===== config.mk =====
export PLATFORM = sky130hd
export DESIGN_NAME = pfm_monitor
export DESIGN_NICKNAME = d
export VERILOG_FILES = /design/src/hw/pfm_pkg.sv /design/src/hw/pfm_monitor.sv
export VERILOG_INCLUDE_DIRS = /design/src /design/src/hw
export SDC_FILE = /design/constraint.sdc
export NUM_CORES = 1
export LEC_CHECK = 0
export ABC_AREA = 1
export BUFFER_PORTS_ARGS = -buffer_cell sky130_fd_sc_hd__buf_4
export CAP_MARGIN = 10
export CORE_ASPECT_RATIO = 1.75
export CORE_MARGIN = 4
export CORE_UTILIZATION = 45
export CTS_CLUSTER_DIAMETER = 150
export CTS_CLUSTER_SIZE = 8
export DETAILED_ROUTE_END_ITERATION = 6
export SLEW_MARGIN = 30
export SYNTH_ARGS = -nofsm -noshare
export SYNTH_HDL_FRONTEND = slang
export SYNTH_SLANG_ARGS = --single-unit

===== constraint.sdc =====
create_clock -name clock_in -period 2.5 [get_ports clock_in]
set_input_delay 0 -clock clock_in [delete_from_list [all_inputs] [get_ports clock_in]]
set_output_delay 0 -clock clock_in [all_outputs]
set_load 0.01 [all_outputs]

===== src/hw/pfm_map.svh =====
/*
 * register offsets, field positions, reset values and timing figures of the
 * protection fault monitor.
 * assumes a 32-bit classic wishbone slave on a 50 MHz clock.
 */
`ifndef PFM_MAP_SVH
`define PFM_MAP_SVH

// byte offsets
`define PFM_CTRL_OFS      8'h00
`define PFM_LV_LEVEL_OFS  8'h04
`define PFM_LV_DELAY_OFS  8'h08
`define PFM_LV_WARM_OFS   8'h0c
`define PFM_LC_LEVEL_OFS  8'h10
`define PFM_LC_DELAY_OFS  8'h14
`define PFM_LC_WARM_OFS   8'h18
`define PFM_MS_DELAY_OFS  8'h1c
`define PFM_STATUS_OFS    8'h20
`define PFM_MASK_OFS      8'h24
`define PFM_STATE_OFS     8'h28

// control fields
`define PFM_CTRL_LV_EN    0
`define PFM_CTRL_LC_EN    1
`define PFM_CTRL_MODE_LO  2
`define PFM_CTRL_MODE_HI  3
`define PFM_CTRL_ON       4
`define PFM_CTRL_OFF      5
`define PFM_CTRL_CLEAR    6

// status and mask fields
`define PFM_ST_LV         0
`define PFM_ST_LC         1
`define PFM_ST_OT         2
`define PFM_ST_MS         3

// state register fields
`define PFM_STATE_OUT     0
`define PFM_STATE_HOT     1
`define PFM_STATE_CCM     2
`define PFM_STATE_CVM     3

// reset values
`define PFM_CTRL_RST      32'h0000_0000
`define PFM_LEVEL_RST     32'h0000_0000
`define PFM_TIME_RST      32'h0000_0000
`define PFM_MASK_RST      4'h0

// timing and thresholds
`define PFM_CLK_HZ        50000000
`define PFM_BLINK_MS      250
`define PFM_OT_LIMIT_C    12'h055

`endif


===== src/hw/pfm_pkg.sv =====
/*
 * types shared by the protection fault monitor.
 * assumes pfm_map.svh holds the numeric constants.
 */
package pfm_pkg;
    typedef enum logic [1:0] {
        PFM_MODE_OFF  = 2'b00,
        PFM_MODE_CURR = 2'b01,
        PFM_MODE_VOLT = 2'b10,
        PFM_MODE_RSV  = 2'b11
    } pfm_mode_e;

    typedef enum logic [2:0] {
        PFM_MSG_NONE = 3'b000,
        PFM_MSG_LV   = 3'b001,
        PFM_MSG_LC   = 3'b010,
        PFM_MSG_OT   = 3'b011,
        PFM_MSG_MS   = 3'b100
    } pfm_msg_e;

    typedef enum logic {
        PFM_OUT_OFF = 1'b0,
        PFM_OUT_ON  = 1'b1
    } pfm_out_e;
endpackage


===== src/hw/pfm_monitor.sv =====
/*
 * protection fault monitor: low-voltage, low-current, over-temperature and
 * mode-switch trips, output gate, buzzer, flashing message and interrupt.
 * assumes one 50 MHz clock, synchronous active-low reset, a classic wishbone
 * master and pins from outside the clock domain (synchronised here).
 */
// The Wishbone interface to the registers and the placing of the registers were left to the implementer.
`timescale 1ns/1ns
`include "pfm_map.svh"

// Functional notes
// low-voltage enabled: measured voltage under its level is a candidate fault.
// low-voltage faults ignored until output has been on longer than warm-up.
// low-voltage trip only after the condition outlasts its delay.
// low-voltage trip: output off, buzzer pulses, message flashes, status bit set.
// escape key or remote clear wipes low-voltage status and its message.
// low-current enabled: measured current under its level is a candidate fault.
// low-current faults ignored until output has been on longer than warm-up.
// low-current trip only after the condition outlasts its delay.
// low-current trip: output off, buzzer pulses, message flashes, status bit set.
// escape key or remote clear wipes low-current status and its message.
// temperature above 85 degrees shuts output down and shows its message.
// output-on requests refused while hot; on key works again after cooling.
// mode-switch protection selects constant current, constant voltage, or off.
// mode-switch trips after the loop stays in the chosen mode beyond its delay.
// shorter visits to the chosen mode neither trip nor switch output off.
// mode-switch trip: output off, buzzer pulses, message flashes, status bit set.
// every delay and warm-up timer restarts at zero when its condition lapses.
// a clear while the fault persists re-arms it to trip again after delay.
module pfm_monitor
    import pfm_pkg::*;
#(
    parameter int MW           = 16,
    parameter int TW           = 12,
    parameter int BLINK_CYCLES = `PFM_BLINK_MS * (`PFM_CLK_HZ / 1000)
) (
    input  wire logic          clock_in,
    input  wire logic          rst_n_in,
    input  wire logic          wb_cyc_in,
    input  wire logic          wb_stb_in,
    input  wire logic          wb_we_in,
    input  wire logic [7:0]    wb_adr_in,
    input  wire logic [3:0]    wb_sel_in,
    input  wire logic [31:0]   wb_dat_in,
    output logic      [31:0]   wb_dat_out,
    output logic               wb_ack_out,
    input  wire logic [MW-1:0] meas_voltage_in,
    input  wire logic [MW-1:0] meas_current_in,
    input  wire logic [TW-1:0] temperature_in,
    input  wire logic          constant_current_mode_in,
    input  wire logic          constant_voltage_mode_in,
    input  wire logic          esc_key_in,
    input  wire logic          on_key_in,
    output logic               output_enable_out,
    output logic               buzzer_out,
    output logic               msg_flash_out,
    output pfm_pkg::pfm_msg_e  msg_code_out,
    output logic               irq_out
);
    import pfm_pkg::*;

    // saturating timer step: counts while run is high, else back to zero
    function automatic logic [31:0] fn_step(input logic [31:0] cnt, input logic run);
        if (!run)
            return 32'h0000_0000;
        else if (cnt == 32'hffff_ffff)
            return cnt;
        else
            return cnt + 32'h0000_0001;
    endfunction

    // byte-lane merge for wishbone writes
    function automatic logic [31:0] fn_merge(input logic [31:0] old, input logic [31:0] nw,
                                             input logic [3:0] sel);
        logic [31:0] res;
        res = old;
        for (int i = 0; i < 4; i++) begin
            if (sel[i])
                res[i*8 +: 8] = nw[i*8 +: 8];
        end
        return res;
    endfunction

    // pin synchronisers, two stages each
    logic [MW-1:0] volt_s1, volt_s2, curr_s1, curr_s2;
    logic [TW-1:0] temp_s1, temp_s2;
    logic [3:0]    pin_s1, pin_s2;
    logic          esc_prev, on_prev;

    // register file
    logic [31:0] ctrl, lv_level, lv_delay, lv_warm, lc_level, lc_delay, lc_warm, ms_delay;
    logic [3:0]  status, mask;
    logic        out_on;

    // timers
    logic [31:0] on_time, lv_cnt, lc_cnt, ms_cnt;
    logic [31:0] blink_cnt;
    logic        blink;

    // decoded events
    logic        wr_req, ctrl_wr, status_wr;
    logic [31:0] ctrl_wdata;
    logic        esc_press, on_press, remote_clear, remote_on, remote_off, clear_req;
    logic        hot, ccm, cvm, lv_cond, lc_cond, ms_cond;
    logic        lv_trip, lc_trip, ms_trip, ot_trip;
    logic [3:0]  trip_vec;
    pfm_mode_e   ms_mode;

    always_ff @(posedge clock_in) begin
        if (!rst_n_in) begin
            volt_s1 <= '0;
            volt_s2 <= '0;
            curr_s1 <= '0;
            curr_s2 <= '0;
            temp_s1 <= '0;
            temp_s2 <= '0;
            pin_s1  <= 4'h0;
            pin_s2  <= 4'h0;
        end else begin
            volt_s1 <= meas_voltage_in;
            volt_s2 <= volt_s1;
            curr_s1 <= meas_current_in;
            curr_s2 <= curr_s1;
            temp_s1 <= temperature_in;
            temp_s2 <= temp_s1;
            pin_s1  <= {on_key_in, esc_key_in, constant_voltage_mode_in, constant_current_mode_in};
            pin_s2  <= pin_s1;
        end
    end

    // key edge detection on synchronised levels
    always_ff @(posedge clock_in) begin
        if (!rst_n_in) begin
            esc_prev <= 1'b0;
            on_prev  <= 1'b0;
        end else begin
            esc_prev <= pin_s2[2];
            on_prev  <= pin_s2[3];
        end
    end

    // bus and event decode
    assign wr_req       = wb_cyc_in && wb_stb_in && wb_we_in && !wb_ack_out;
    assign ctrl_wr      = wr_req && (wb_adr_in == `PFM_CTRL_OFS);
    assign status_wr    = wr_req && (wb_adr_in == `PFM_STATUS_OFS);
    assign ctrl_wdata   = fn_merge(32'h0000_0000, wb_dat_in, wb_sel_in);
    assign remote_on    = ctrl_wr && ctrl_wdata[`PFM_CTRL_ON];
    assign remote_off   = ctrl_wr && ctrl_wdata[`PFM_CTRL_OFF];
    assign remote_clear = ctrl_wr && ctrl_wdata[`PFM_CTRL_CLEAR];
    assign esc_press    = pin_s2[2] && !esc_prev;
    assign on_press     = pin_s2[3] && !on_prev;
    assign clear_req    = esc_press || remote_clear;
    assign ccm          = pin_s2[0];
    assign cvm          = pin_s2[1];
    assign ms_mode      = pfm_mode_e'(ctrl[`PFM_CTRL_MODE_HI:`PFM_CTRL_MODE_LO]);

    // fault conditions
    assign hot     = temp_s2 > TW'(`PFM_OT_LIMIT_C);
    assign lv_cond = out_on && ctrl[`PFM_CTRL_LV_EN]
                     && (32'(volt_s2) < lv_level)
                     && (on_time > lv_warm);
    assign lc_cond = out_on && ctrl[`PFM_CTRL_LC_EN]
                     && (32'(curr_s2) < lc_level)
                     && (on_time > lc_warm);
    always_comb begin
        unique case (ms_mode)
            PFM_MODE_CURR: ms_cond = out_on && ccm;
            PFM_MODE_VOLT: ms_cond = out_on && cvm;
            default:       ms_cond = 1'b0;
        endcase
    end

    // low-voltage, low-current and mode-switch trips fire once the condition outlasts its delay; over-temperature trips at once
    assign lv_trip  = lv_cond && (lv_cnt > lv_delay);
    assign lc_trip  = lc_cond && (lc_cnt > lc_delay);
    assign ms_trip  = ms_cond && (ms_cnt > ms_delay);
    assign ot_trip  = hot && !status[`PFM_ST_OT];
    assign trip_vec = {ms_trip, ot_trip, lc_trip, lv_trip};

    // timers: each resets as soon as its qualifying condition lapses
    always_ff @(posedge clock_in) begin
        if (!rst_n_in) begin
            on_time <= 32'h0000_0000;
            lv_cnt  <= 32'h0000_0000;
            lc_cnt  <= 32'h0000_0000;
            ms_cnt  <= 32'h0000_0000;
        end else begin
            on_time <= fn_step(on_time, out_on);
            lv_cnt  <= fn_step(lv_cnt, lv_cond);
            lc_cnt  <= fn_step(lc_cnt, lc_cond);
            ms_cnt  <= fn_step(ms_cnt, ms_cond);
        end
    end

    // output gate: any trip or heat forces off; on refused while hot
    always_ff @(posedge clock_in) begin
        if (!rst_n_in) begin
            out_on <= PFM_OUT_OFF;
        end else if (|trip_vec || hot || remote_off) begin
            out_on <= PFM_OUT_OFF;
        end else if (on_press || remote_on) begin
            out_on <= PFM_OUT_ON;
        end
    end

    // protection status: set by trips, cleared by escape, remote clear or w1c
    always_ff @(posedge clock_in) begin
        if (!rst_n_in) begin
            status <= 4'h0;
        end else begin
            status <= (status & ~({4{clear_req}} | (status_wr ? wb_dat_in[3:0] : 4'h0)))
                      | trip_vec;
        end
    end

    // configuration registers
    always_ff @(posedge clock_in) begin
        if (!rst_n_in) begin
            ctrl     <= `PFM_CTRL_RST;
            lv_level <= `PFM_LEVEL_RST;
            lv_delay <= `PFM_TIME_RST;
            lv_warm  <= `PFM_TIME_RST;
            lc_level <= `PFM_LEVEL_RST;
            lc_delay <= `PFM_TIME_RST;
            lc_warm  <= `PFM_TIME_RST;
            ms_delay <= `PFM_TIME_RST;
            mask     <= `PFM_MASK_RST;
        end else if (wr_req) begin
            unique case (wb_adr_in)
                `PFM_CTRL_OFS:     ctrl     <= fn_merge(ctrl, wb_dat_in, wb_sel_in) & 32'h0000_000f;
                `PFM_LV_LEVEL_OFS: lv_level <= fn_merge(lv_level, wb_dat_in, wb_sel_in);
                `PFM_LV_DELAY_OFS: lv_delay <= fn_merge(lv_delay, wb_dat_in, wb_sel_in);
                `PFM_LV_WARM_OFS:  lv_warm  <= fn_merge(lv_warm, wb_dat_in, wb_sel_in);
                `PFM_LC_LEVEL_OFS: lc_level <= fn_merge(lc_level, wb_dat_in, wb_sel_in);
                `PFM_LC_DELAY_OFS: lc_delay <= fn_merge(lc_delay, wb_dat_in, wb_sel_in);
                `PFM_LC_WARM_OFS:  lc_warm  <= fn_merge(lc_warm, wb_dat_in, wb_sel_in);
                `PFM_MS_DELAY_OFS: ms_delay <= fn_merge(ms_delay, wb_dat_in, wb_sel_in);
                `PFM_MASK_OFS:     mask     <= wb_sel_in[0] ? wb_dat_in[3:0] : mask;
                default:           ctrl     <= ctrl;
            endcase
        end
    end

    // wishbone answer: ack one cycle after the strobe, data registered with it
    always_ff @(posedge clock_in) begin
        if (!rst_n_in) begin
            wb_ack_out <= 1'b0;
            wb_dat_out <= 32'h0000_0000;
        end else begin
            wb_ack_out <= wb_cyc_in && wb_stb_in && !wb_ack_out;
            wb_dat_out <= 32'h0000_0000;
            if (wb_cyc_in && wb_stb_in && !wb_we_in && !wb_ack_out) begin
                unique case (wb_adr_in)
                    `PFM_CTRL_OFS:     wb_dat_out <= ctrl;
                    `PFM_LV_LEVEL_OFS: wb_dat_out <= lv_level;
                    `PFM_LV_DELAY_OFS: wb_dat_out <= lv_delay;
                    `PFM_LV_WARM_OFS:  wb_dat_out <= lv_warm;
                    `PFM_LC_LEVEL_OFS: wb_dat_out <= lc_level;
                    `PFM_LC_DELAY_OFS: wb_dat_out <= lc_delay;
                    `PFM_LC_WARM_OFS:  wb_dat_out <= lc_warm;
                    `PFM_MS_DELAY_OFS: wb_dat_out <= ms_delay;
                    `PFM_STATUS_OFS:   wb_dat_out <= {28'h0, status};
                    `PFM_MASK_OFS:     wb_dat_out <= {28'h0, mask};
                    `PFM_STATE_OFS:    wb_dat_out <= {28'h0, cvm, ccm, hot, out_on};
                    default:           wb_dat_out <= 32'h0000_0000;
                endcase
            end
        end
    end

    // blink timebase shared by buzzer and message flash
    always_ff @(posedge clock_in) begin
        if (!rst_n_in) begin
            blink_cnt <= 32'h0000_0000;
            blink     <= 1'b0;
        end else if (blink_cnt >= 32'(BLINK_CYCLES - 1)) begin
            blink_cnt <= 32'h0000_0000;
            blink     <= !blink;
        end else begin
            blink_cnt <= blink_cnt + 32'h0000_0001;
        end
    end

    // panel outputs: heat message first, then low voltage, low current, mode switch in that order
    always_ff @(posedge clock_in) begin
        if (!rst_n_in) begin
            output_enable_out <= 1'b0;
            buzzer_out        <= 1'b0;
            msg_flash_out     <= 1'b0;
            msg_code_out      <= PFM_MSG_NONE;
            irq_out           <= 1'b0;
        end else begin
            output_enable_out <= out_on;
            buzzer_out        <= blink && |{status[`PFM_ST_MS], status[`PFM_ST_LC], status[`PFM_ST_LV]};
            msg_flash_out     <= blink && (|status || hot);
            irq_out           <= |(status & mask);
            if (hot || status[`PFM_ST_OT])
                msg_code_out <= PFM_MSG_OT;
            else if (status[`PFM_ST_LV])
                msg_code_out <= PFM_MSG_LV;
            else if (status[`PFM_ST_LC])
                msg_code_out <= PFM_MSG_LC;
            else if (status[`PFM_ST_MS])
                msg_code_out <= PFM_MSG_MS;
            else
                msg_code_out <= PFM_MSG_NONE;
        end
    end
endmodule


==> reports/results.tsv, run 1 <==
stage	metric	value	unit
sta	Max Freq	0.410	GHz
yosys	count of unique library cells instantiated by Yosys	58	
route	residual DRC count	0	
floorplanning	Ports	137	
placed_design	DPL Wire Length	67100	µm
route	drt first pass iters	6	
yosys	register area share after synthesis	40.2	%
sta	Slew headroom	50.7	%
critical_path	CP Capture Type	flip-flop	
finish	Final Net Count	4160	
placed_design	post-place instance area	28600	µm²
critical_path	worst r2r path cells	10	
power_and_ir_drop	internal power	14400	µW
clock_network	Post-CTS Resized	0	
route	DR WL/cell	19.2	µm
sta	final hold viol count	0	
clock_network	clock sinks	534	
critical_path	capturing point of the worst reg2reg path	lc_level[30]	
clock_network	CTS tree	built	
sta	max-slew violations	0	
clock_network	worst skew pair latency	0.65	ns
critical_path	CP required	3.01	ns
route	Routed WL	89200	µm
critical_path	cell mode on critical path	nor2_1	
sta	slew of the pin with the lowest slew margin	0.733	ns
critical_path	slowest stage delay, CP	0.56	ns
route	Final ANT Viol Nets	0	
grt	gr ovfl total	0	
yosys	Cell Area, Synth	26600	µm²
worst_hold_path	min-delay worst type	in -> reg	
yosys	dominant synthesized flop cell	dfxtp_1	
yosys	Post-synth EDFFs	0	
worst_hold_path	worst hold start	wb_sel_in[3]	
yosys	ys async rst share	0	%
finish	area grow syn2layout	19.6	%
power_and_ir_drop	PwrDens	588	nW/µm²
clock_network	clk root buf	clkbuf_16	
yosys	Yosys warning count	0	
worst_hold_path	Hold EP	lc_level[31]	
sta	hold slack	0.0442	ns
floorplanning	Die X	192	µm
clock_network	Clock Pin Slew Worst Setup and Hold Paths	0.05	ns
floorplanning	total die area	63300	µm²
clock_network	Post-CTS Hold Fix Bufs	119	
floorplanning	Core ar.	58400	µm²
critical_path	crit start category	flip-flop	
power_and_ir_drop	Logic pwr share	4.2	%
finish	post-route cell area	31800	µm²
critical_path	WP depth	10	
placed_design	Routability Congestion	0.954	
critical_path	crit path kind	reg -> reg	
critical_path	CP bufs+invs	4	
floorplanning	chip height	330	µm
finish	Filler cells	5612	
grt	largest net degree at the start of global routing	173	
sta	fin crit share	97.6	%
critical_path	worst path cell trace	nor2_1 > nand2_1 > inv_1 > nand2_1 > buf_4 > nor2_4 > inv_2 > nor2_1 > nor2_1 > dlygate4sd3_1	
route	Vias	24465	
clock_network	CTS buffer count	76	
critical_path	crit path DAT	2.95	ns
power_and_ir_drop	sequential power share	46.2	%
clock_network	H-tree levels	3	
sta	Max Clock Skew	0.0460	ns
status	status	finished, final reports clean	
route	post-DR vias/cell	5.26	
power_and_ir_drop	Leakage	0.0135	µW
power_and_ir_drop	switch share	23.0	%
yosys	Seq cells post-synth	534	
grt	GR Util All Layers	28.0	%
critical_path	critical path peak fanout	11	
placed_design	Buffers on Ports	135	
power_and_ir_drop	net switching power	4310	µW
sta	RSZ-0062 raised after global routing	false	
floorplanning	initial core utilization	45.6	%
power_and_ir_drop	Clk pwr share	49.6	%
critical_path	CP delay by family, top	buffers and inverters	
sta	Setup violations, final	0	
sta	min cycle time layout	2.44	ns
clock_network	Post-CTS Setup Inserts	0	
yosys	synthesized instance count	3588	
grt	vias in the first global route	24105	
route	DR iter-0 viols	1618	
floorplanning	# rows	117	
grt	first-pass GRT wire length	136000	µm
job	max-cap viol count	0	
critical_path	FF-to-FF Start	wb_ack_out	
sta	setup TNS	0	ns
yosys	Avg Inst Size Synth	7.42	µm²
clock_network	Max Buffers Root-to-Sink	3	
power_and_ir_drop	worst vdd ir	0.000480	V
critical_path	slowest CP cell	dlygate4sd3_1	
worst_hold_path	hold depth	6	
finish	layout cells sized above 1	9.60	%
grt	antenna violations before repair	1	
critical_path	r2r setup slk	0.06	ns
worst max-delay path by stage:
stage / from / end / slack (ns)
3_5_place_dp: ms_delay[31] / out_on / 0.19
6_report: wb_ack_out / lc_level[30] / 0.06
4_1_cts: ms_delay[31] / out_on / 0.16
5_1_grt: ms_delay[31] / out_on / 0.03
3_3_place_gp: ms_delay[31] / out_on / 0.20
2_1_floorplan: on_time[23] / lv_cnt[10] / 0.73
metal layers:
layer  track usage, %  share of wire [%]  vias up
met5                0                  0        -
met4             17.0                7.0        0
met3             3.71                4.8      266
met2             50.8                 51      762
met1             30.5                 38    11207
li1                 -                  -    12230
power by group through the flow:
stage | Clock, µW | Sequential, µW | Combinational [µW]
after floorplan | 0 | 8810 | 297
final | 9280 | 8650 | 779
after global placement | 0 | 8820 | 611
after CTS | 9460 | 8650 | 762
after global routing | 9760 | 8640 | 853
after detailed placement | 0 | 8820 | 615
flip-flops by register name (all words and copies together) (netlist names), 4 cells and up:
name / flops
lv_level: 32
temp_s2: 11
mask: 4
lc_cnt: 32
pin_s1: 4
lc_level: 32
lc_warm: 32
volt_s1: 16
status: 4
lv_delay: 32
wb_dat_out: 32
ms_cnt: 32
lc_delay: 32
lv_warm: 32
volt_s2: 16
ms_delay: 32
curr_s2: 16
curr_s1: 16
ctrl: 4
blink_cnt: 32
lv_cnt: 32
pin_s2: 4
on_time: 32
temp_s1: 11
through the flow:
| step | util (%) | instances | power [µW] | worst slack, ns |
|---|---|---|---|---|
| after floorplan | - | 3595 | 9110 | 0.734 |
| after global placement | 48.9 | 4443 | 9430 | 0.200 |
| after CTS | 54.5 | 4646 | 18900 | 0.161 |
| after global routing | 54.5 | 4646 | 19300 | 0.0312 |
| after detailed placement | 48.9 | 4443 | 9430 | 0.190 |
| final | 54.5 | 4648 | 18700 | 0.0592 |
logic make-up (layout without fill, tap and decap cells):
group,count (synthesis),after routing,synth area share (%)
AND/OR/NAND/NOR,1295,1295,21.3
AO/OA/AOI/OAI,780,780,15.6
buffers and inverters,667,945,9.94
flip-flops,534,534,40.2
adder cells (fa/ha/maj),196,196,9.21
XOR/XNOR,115,115,3.78
other,1,10,0.0141
Yosys cell counts, drive strengths merged, types with 2 or more instances:
master   count  area share [%]
o22ai       58             1.4
a21o         2           0.056
a31oi        6            0.14
o21a        10            0.28
nand3b       2           0.056
o2111ai     13            0.43
nor4        54             1.3
o221ai       7            0.23
buf         63             1.4
a21oi      345             6.5
nand3       53             1.1
clkbuf      50            0.70
dfxtp      534              40
o21ai      314             5.9
nand4       43             1.1
o21bai       6            0.17
or2          5            0.12
nor2       446             6.7
o211ai       3           0.085
nand2      581             8.3
clkinv       3           0.052
and3         4           0.094
xnor2       34             1.1
xor2        81             2.7
ha         196             9.2
a211oi      11            0.31
a221oi       2           0.066
nor3       100             2.1
nor3b        3            0.10
inv        551             7.8
placed cells by master, fill, tap and decap left out, types with 7 or more instances in the layout:
cell,instances
o21a_1,10
o221ai_1,7
nor3_1,90
nand2_1,566
nor2_2,16
dfxtp_1,534
xor2_1,81
buf_12,7
nand3_1,46
ha_1,196
inv_1,523
a21oi_1,345
xnor2_1,34
clkbuf_16,76
nor3_2,8
dlygate4sd3_1,119
a211oi_1,11
o2111ai_1,13
nor4_1,52
o22ai_1,58
nand2_2,15
nand4_1,40
nor2_1,419
nor2_4,11
conb_1,8
buf_4,180
inv_2,28
o21ai_0,303
o21ai_1,11
worst min-delay path: cells and delay by family:
kind | cells | cell delay (ns)
AO/OA/AOI/OAI | 1 | 0.14
buffers and inverters | 2 | 0.28
AND/OR/NAND/NOR | 3 | 0.18
layout make-up:
type	count	area [µm²]	share of cell area, %
diodes	2	5.00	0.0157
repair buffers	307	2700	8.47
multi-input cells	2394	13300	41.8
clock buffers	77	1920	6.02
flip-flops and latches	534	10700	33.6
inverters	554	2080	6.54
clock inverters	7	155	0.487
well taps	773	967	3.04
No activity file was read; power rests on OpenSTA's default activity.
==> run 2: changes to the inputs <==
ABC_AREA = default   (was 1)
REMOVE_ABC_BUFFERS = 1   (was default)
==> run 2 against run 1 <==
Effect of this change:
- the run now ends with negative setup slack left
- worst hold slack improved by 0.025 ns
- combinational power decreased by 8.1%
- non-clock buffer count grew 161
- largest cell class unchanged
- count of clock-buffer cells in the layout rose by 3
- critical path depth increased by 1
- critical endpoint is now lc_cnt[1]
- cell area is 2.0% higher
- die area is 4.9% lower
==> reports/results.tsv, run 2 <==
stage	metric	value	unit
power_and_ir_drop	Leakage	0.0119	µW
sta	RSZ-0062 raised after global routing	true	
yosys	top post-synthesis cells by count	534 x dfxtp_1, 361 x nand2_1, 305 x a21oi_1	
route	Vias	23500	
finish	Final Net Count	3726	
critical_path	crit path kind	reg -> reg	
floorplanning	initial core utilization	45.5	%
route	post-DR vias/cell	5.68	
yosys	Yosys warning count	0	
power_and_ir_drop	PwrDens	572	nW/µm²
finish	most common cell after layout, fill and taps aside	dfxtp_1	
clock_network	Clock Pin Slew Worst Setup and Hold Paths	0.05	ns
yosys	Compound-Gate Fraction of Synth Area	13.9	%
power_and_ir_drop	Power, Total	18600	µW
floorplanning	# rows	114	
grt	vias in the first global route	23683	
clock_network	CTS tree	built	
sta	fin crit share	105	%
placed_design	Buffers on Ports	135	
power_and_ir_drop	switch share	21.9	%
critical_path	crit start category	flip-flop	
power_and_ir_drop	Clk pwr share	49.6	%
yosys	ys async rst share	0	%
clock_network	clk root buf	clkbuf_16	
yosys	Avg Inst Size Synth	8.35	µm²
route	DR WL/cell	20.3	µm
job	max-cap viol count	0	
sta	setup TNS	-2.57	ns
yosys	Post-Synth Simple-Gate Area	23.7	%
sta	min cycle time layout	2.62	ns
yosys	Seq cells post-synth	534	
finish	most frequent cells in the layout	501 x dfxtp_1, 360 x nand2_1, 357 x buf_4	
floorplanning	Core ar.	55500	µm²
yosys	post-synth top area cell	dfxtp_1	
grt	antenna violations before repair	1	
critical_path	CP required	3.03	ns
status	status	finished with violations	
route	residual DRC count	0	
sta	max-slew violations	0	
floorplanning	Ports	137	
grt	first-pass GRT wire length	130000	µm
yosys	largest family of logic cells by synthesized area	simple AND/OR/NAND/NOR gates	
route	Routed WL	84000	µm
route	drt first pass iters	6	
sta	slew of the pin with the lowest slew margin	0.707	ns
floorplanning	Die X	187	µm
critical_path	FF-to-FF Start	lc_level[5]	
placed_design	Routability Congestion	0.941	
grt	gr ovfl total	0	
yosys	Post-synth EDFFs	0	
power_and_ir_drop	net switching power	4070	µW
sta	Setup violations, final	37	
yosys	XOR/XNOR Fraction of Synth Area	4.68	%
critical_path	Setup crit start	lc_level[5]	
yosys	top cells by area, synth	dfxtp_1 42%, ha_1 9.7%, a21oi_1 6.0%	
critical_path	crit path DAT	3.15	ns
yosys	Synth top area share	42.3	%
yosys	top-count cell post-synth	dfxtp_1	
power_and_ir_drop	sequential power share	46.5	%
grt	largest net degree at the start of global routing	114	
status	failing checks	negative setup slack	
clock_network	CTS buffer count	76	
power_and_ir_drop	Logic pwr share	3.9	%
yosys	synthesized instance count	3027	
clock_network	clock sinks	534	
yosys	Cell Area, Synth	25300	µm²
power_and_ir_drop	worst vdd ir	0.000627	V
sta	final hold viol count	0	
yosys	mux contribution to synthesized area	0.0792	%
yosys	dominant synthesized flop cell	dfxtp_1	
clock_network	Max Buffers Root-to-Sink	3	
floorplanning	total die area	60200	µm²
sta	Max Clock Skew	0.0205	ns
sta	final setup margin	-0.118	ns
worst_hold_path	min-delay worst type	in -> reg	
critical_path	critical path peak fanout	8	
yosys	count of unique library cells instantiated by Yosys	75	
finish	layout cells sized above 1	18.4	%
grt	GR Util All Layers	27.1	%
finish	antenna cells	0	
placed_design	DPL Wire Length	62100	µm
floorplanning	chip height	321	µm
sta	Max Freq	0.382	GHz
clock_network	H-tree levels	3	
yosys	register area share after synthesis	42.3	%
critical_path	CP Capture Type	flip-flop	
sta	Slew headroom	52.4	%
route	Final ANT Viol Nets	0	
clock_network	worst skew pair latency	0.61	ns
yosys	Synth Area in Adders	9.71	%
finish	area grow syn2layout	28.5	%
route	DR iter-0 viols	1788	
power_and_ir_drop	internal power	14500	µW
worst_hold_path	worst hold start	wb_sel_in[3]	
run 2: cell types whose count changed after synthesis, sizes merged, moves of 39 or more:
cell / delta
inv: -330
o21ai: -285
nand3: +248
nor2: -233
nand2: -220
and2: +111
clkbuf: +66
nor3: -65
a22oi: +60
o22ai: -55
a21oi: -40
xnor2: +39
run 2: worst max-delay path: stages, from the launching register on:
cell and delay [ns]:
dfxtp_1 0.33, inv_1 0.05, ha_1 0.30, a21o_1 0.17, nand3_1 0.11, a21oi_1 0.10
o31ai_1 0.49, o2111ai_2 0.20, buf_6 0.18, or2_4 0.32, buf_12 0.18, a21oi_4 0.11
run 2: repair_timing:
item	4_1_cts	5_1_grt
pin swaps	43	42
setup buffers	6	9
gates resized for setup	91	111
hold buffers	88	1
cloned	3	1
setup endpoints to repair	67	74
endpoints found under the hold margin	291	6
run 2: final timing paths:
check | slack (ns) | endpoint | cells past startpoint
hold reg to reg | 0.42 | volt_s2[3] | 1
setup / recovery | -0.12 | lc_cnt[1] | 11
hold / removal | 0.07 | lc_level[25] | 4
setup reg to reg | -0.12 | lc_cnt[1] | 11
run 2: kinds of logic (layout without fill, tap and decap cells):
kind of cell             Yosys count  in the layout
other                              1              8
adder cells (fa/ha/maj)          196            196
flip-flops                       534            534
multiplexers                       2              2
buffers and inverters            369            774
AND/OR/NAND/NOR                 1225           1225
AO/OA/AOI/OAI                    565            565
XOR/XNOR                         135            135
run 2: cell type report:
type	instances	area [µm²]
clock buffers	80	1990
clock inverters	4	50.0
fillers	4869	23000
inverters	222	840
multi-input cells	2131	14000
flip-flops and latches	534	10700
well taps	696	871
repair buffers	468	3980
run 2: metal layers:
metal  up-vias  part of all wire (%)  track usage, %
met5         -                     0               0
met2       810                    51            49.8
met1     11036                    35            27.3
li1      11342                     -               -
met3       312                   4.8            3.81
met4         0                   9.3            21.3
run 2: stage by stage:
step	area (µm²)	setup WS (ns)	cells	hold slack (ns)	util, %
2_1_floorplan	24700	-4.08	2887	0.118	-
3_3_place_gp	28500	-0.192	3943	0.212	51.4
3_5_place_dp	28500	-0.253	3943	0.211	51.4
4_1_cts	31900	-0.0438	4124	0.0451	57.5
5_1_grt	32500	-0.170	4135	0.0752	58.5
6_report	32500	-0.118	4135	0.0687	58.5
run 2: power by group through the flow:
| stage | registers [µW] | logic, µW | clock network (µW) |
|---|---|---|---|
| floorplan | 8800 | 205 | 0 |
| global placement | 8810 | 578 | 0 |
| detailed placement | 8810 | 588 | 0 |
| CTS | 8640 | 705 | 9410 |
| global route | 8640 | 764 | 9700 |
| finish | 8640 | 716 | 9210 |
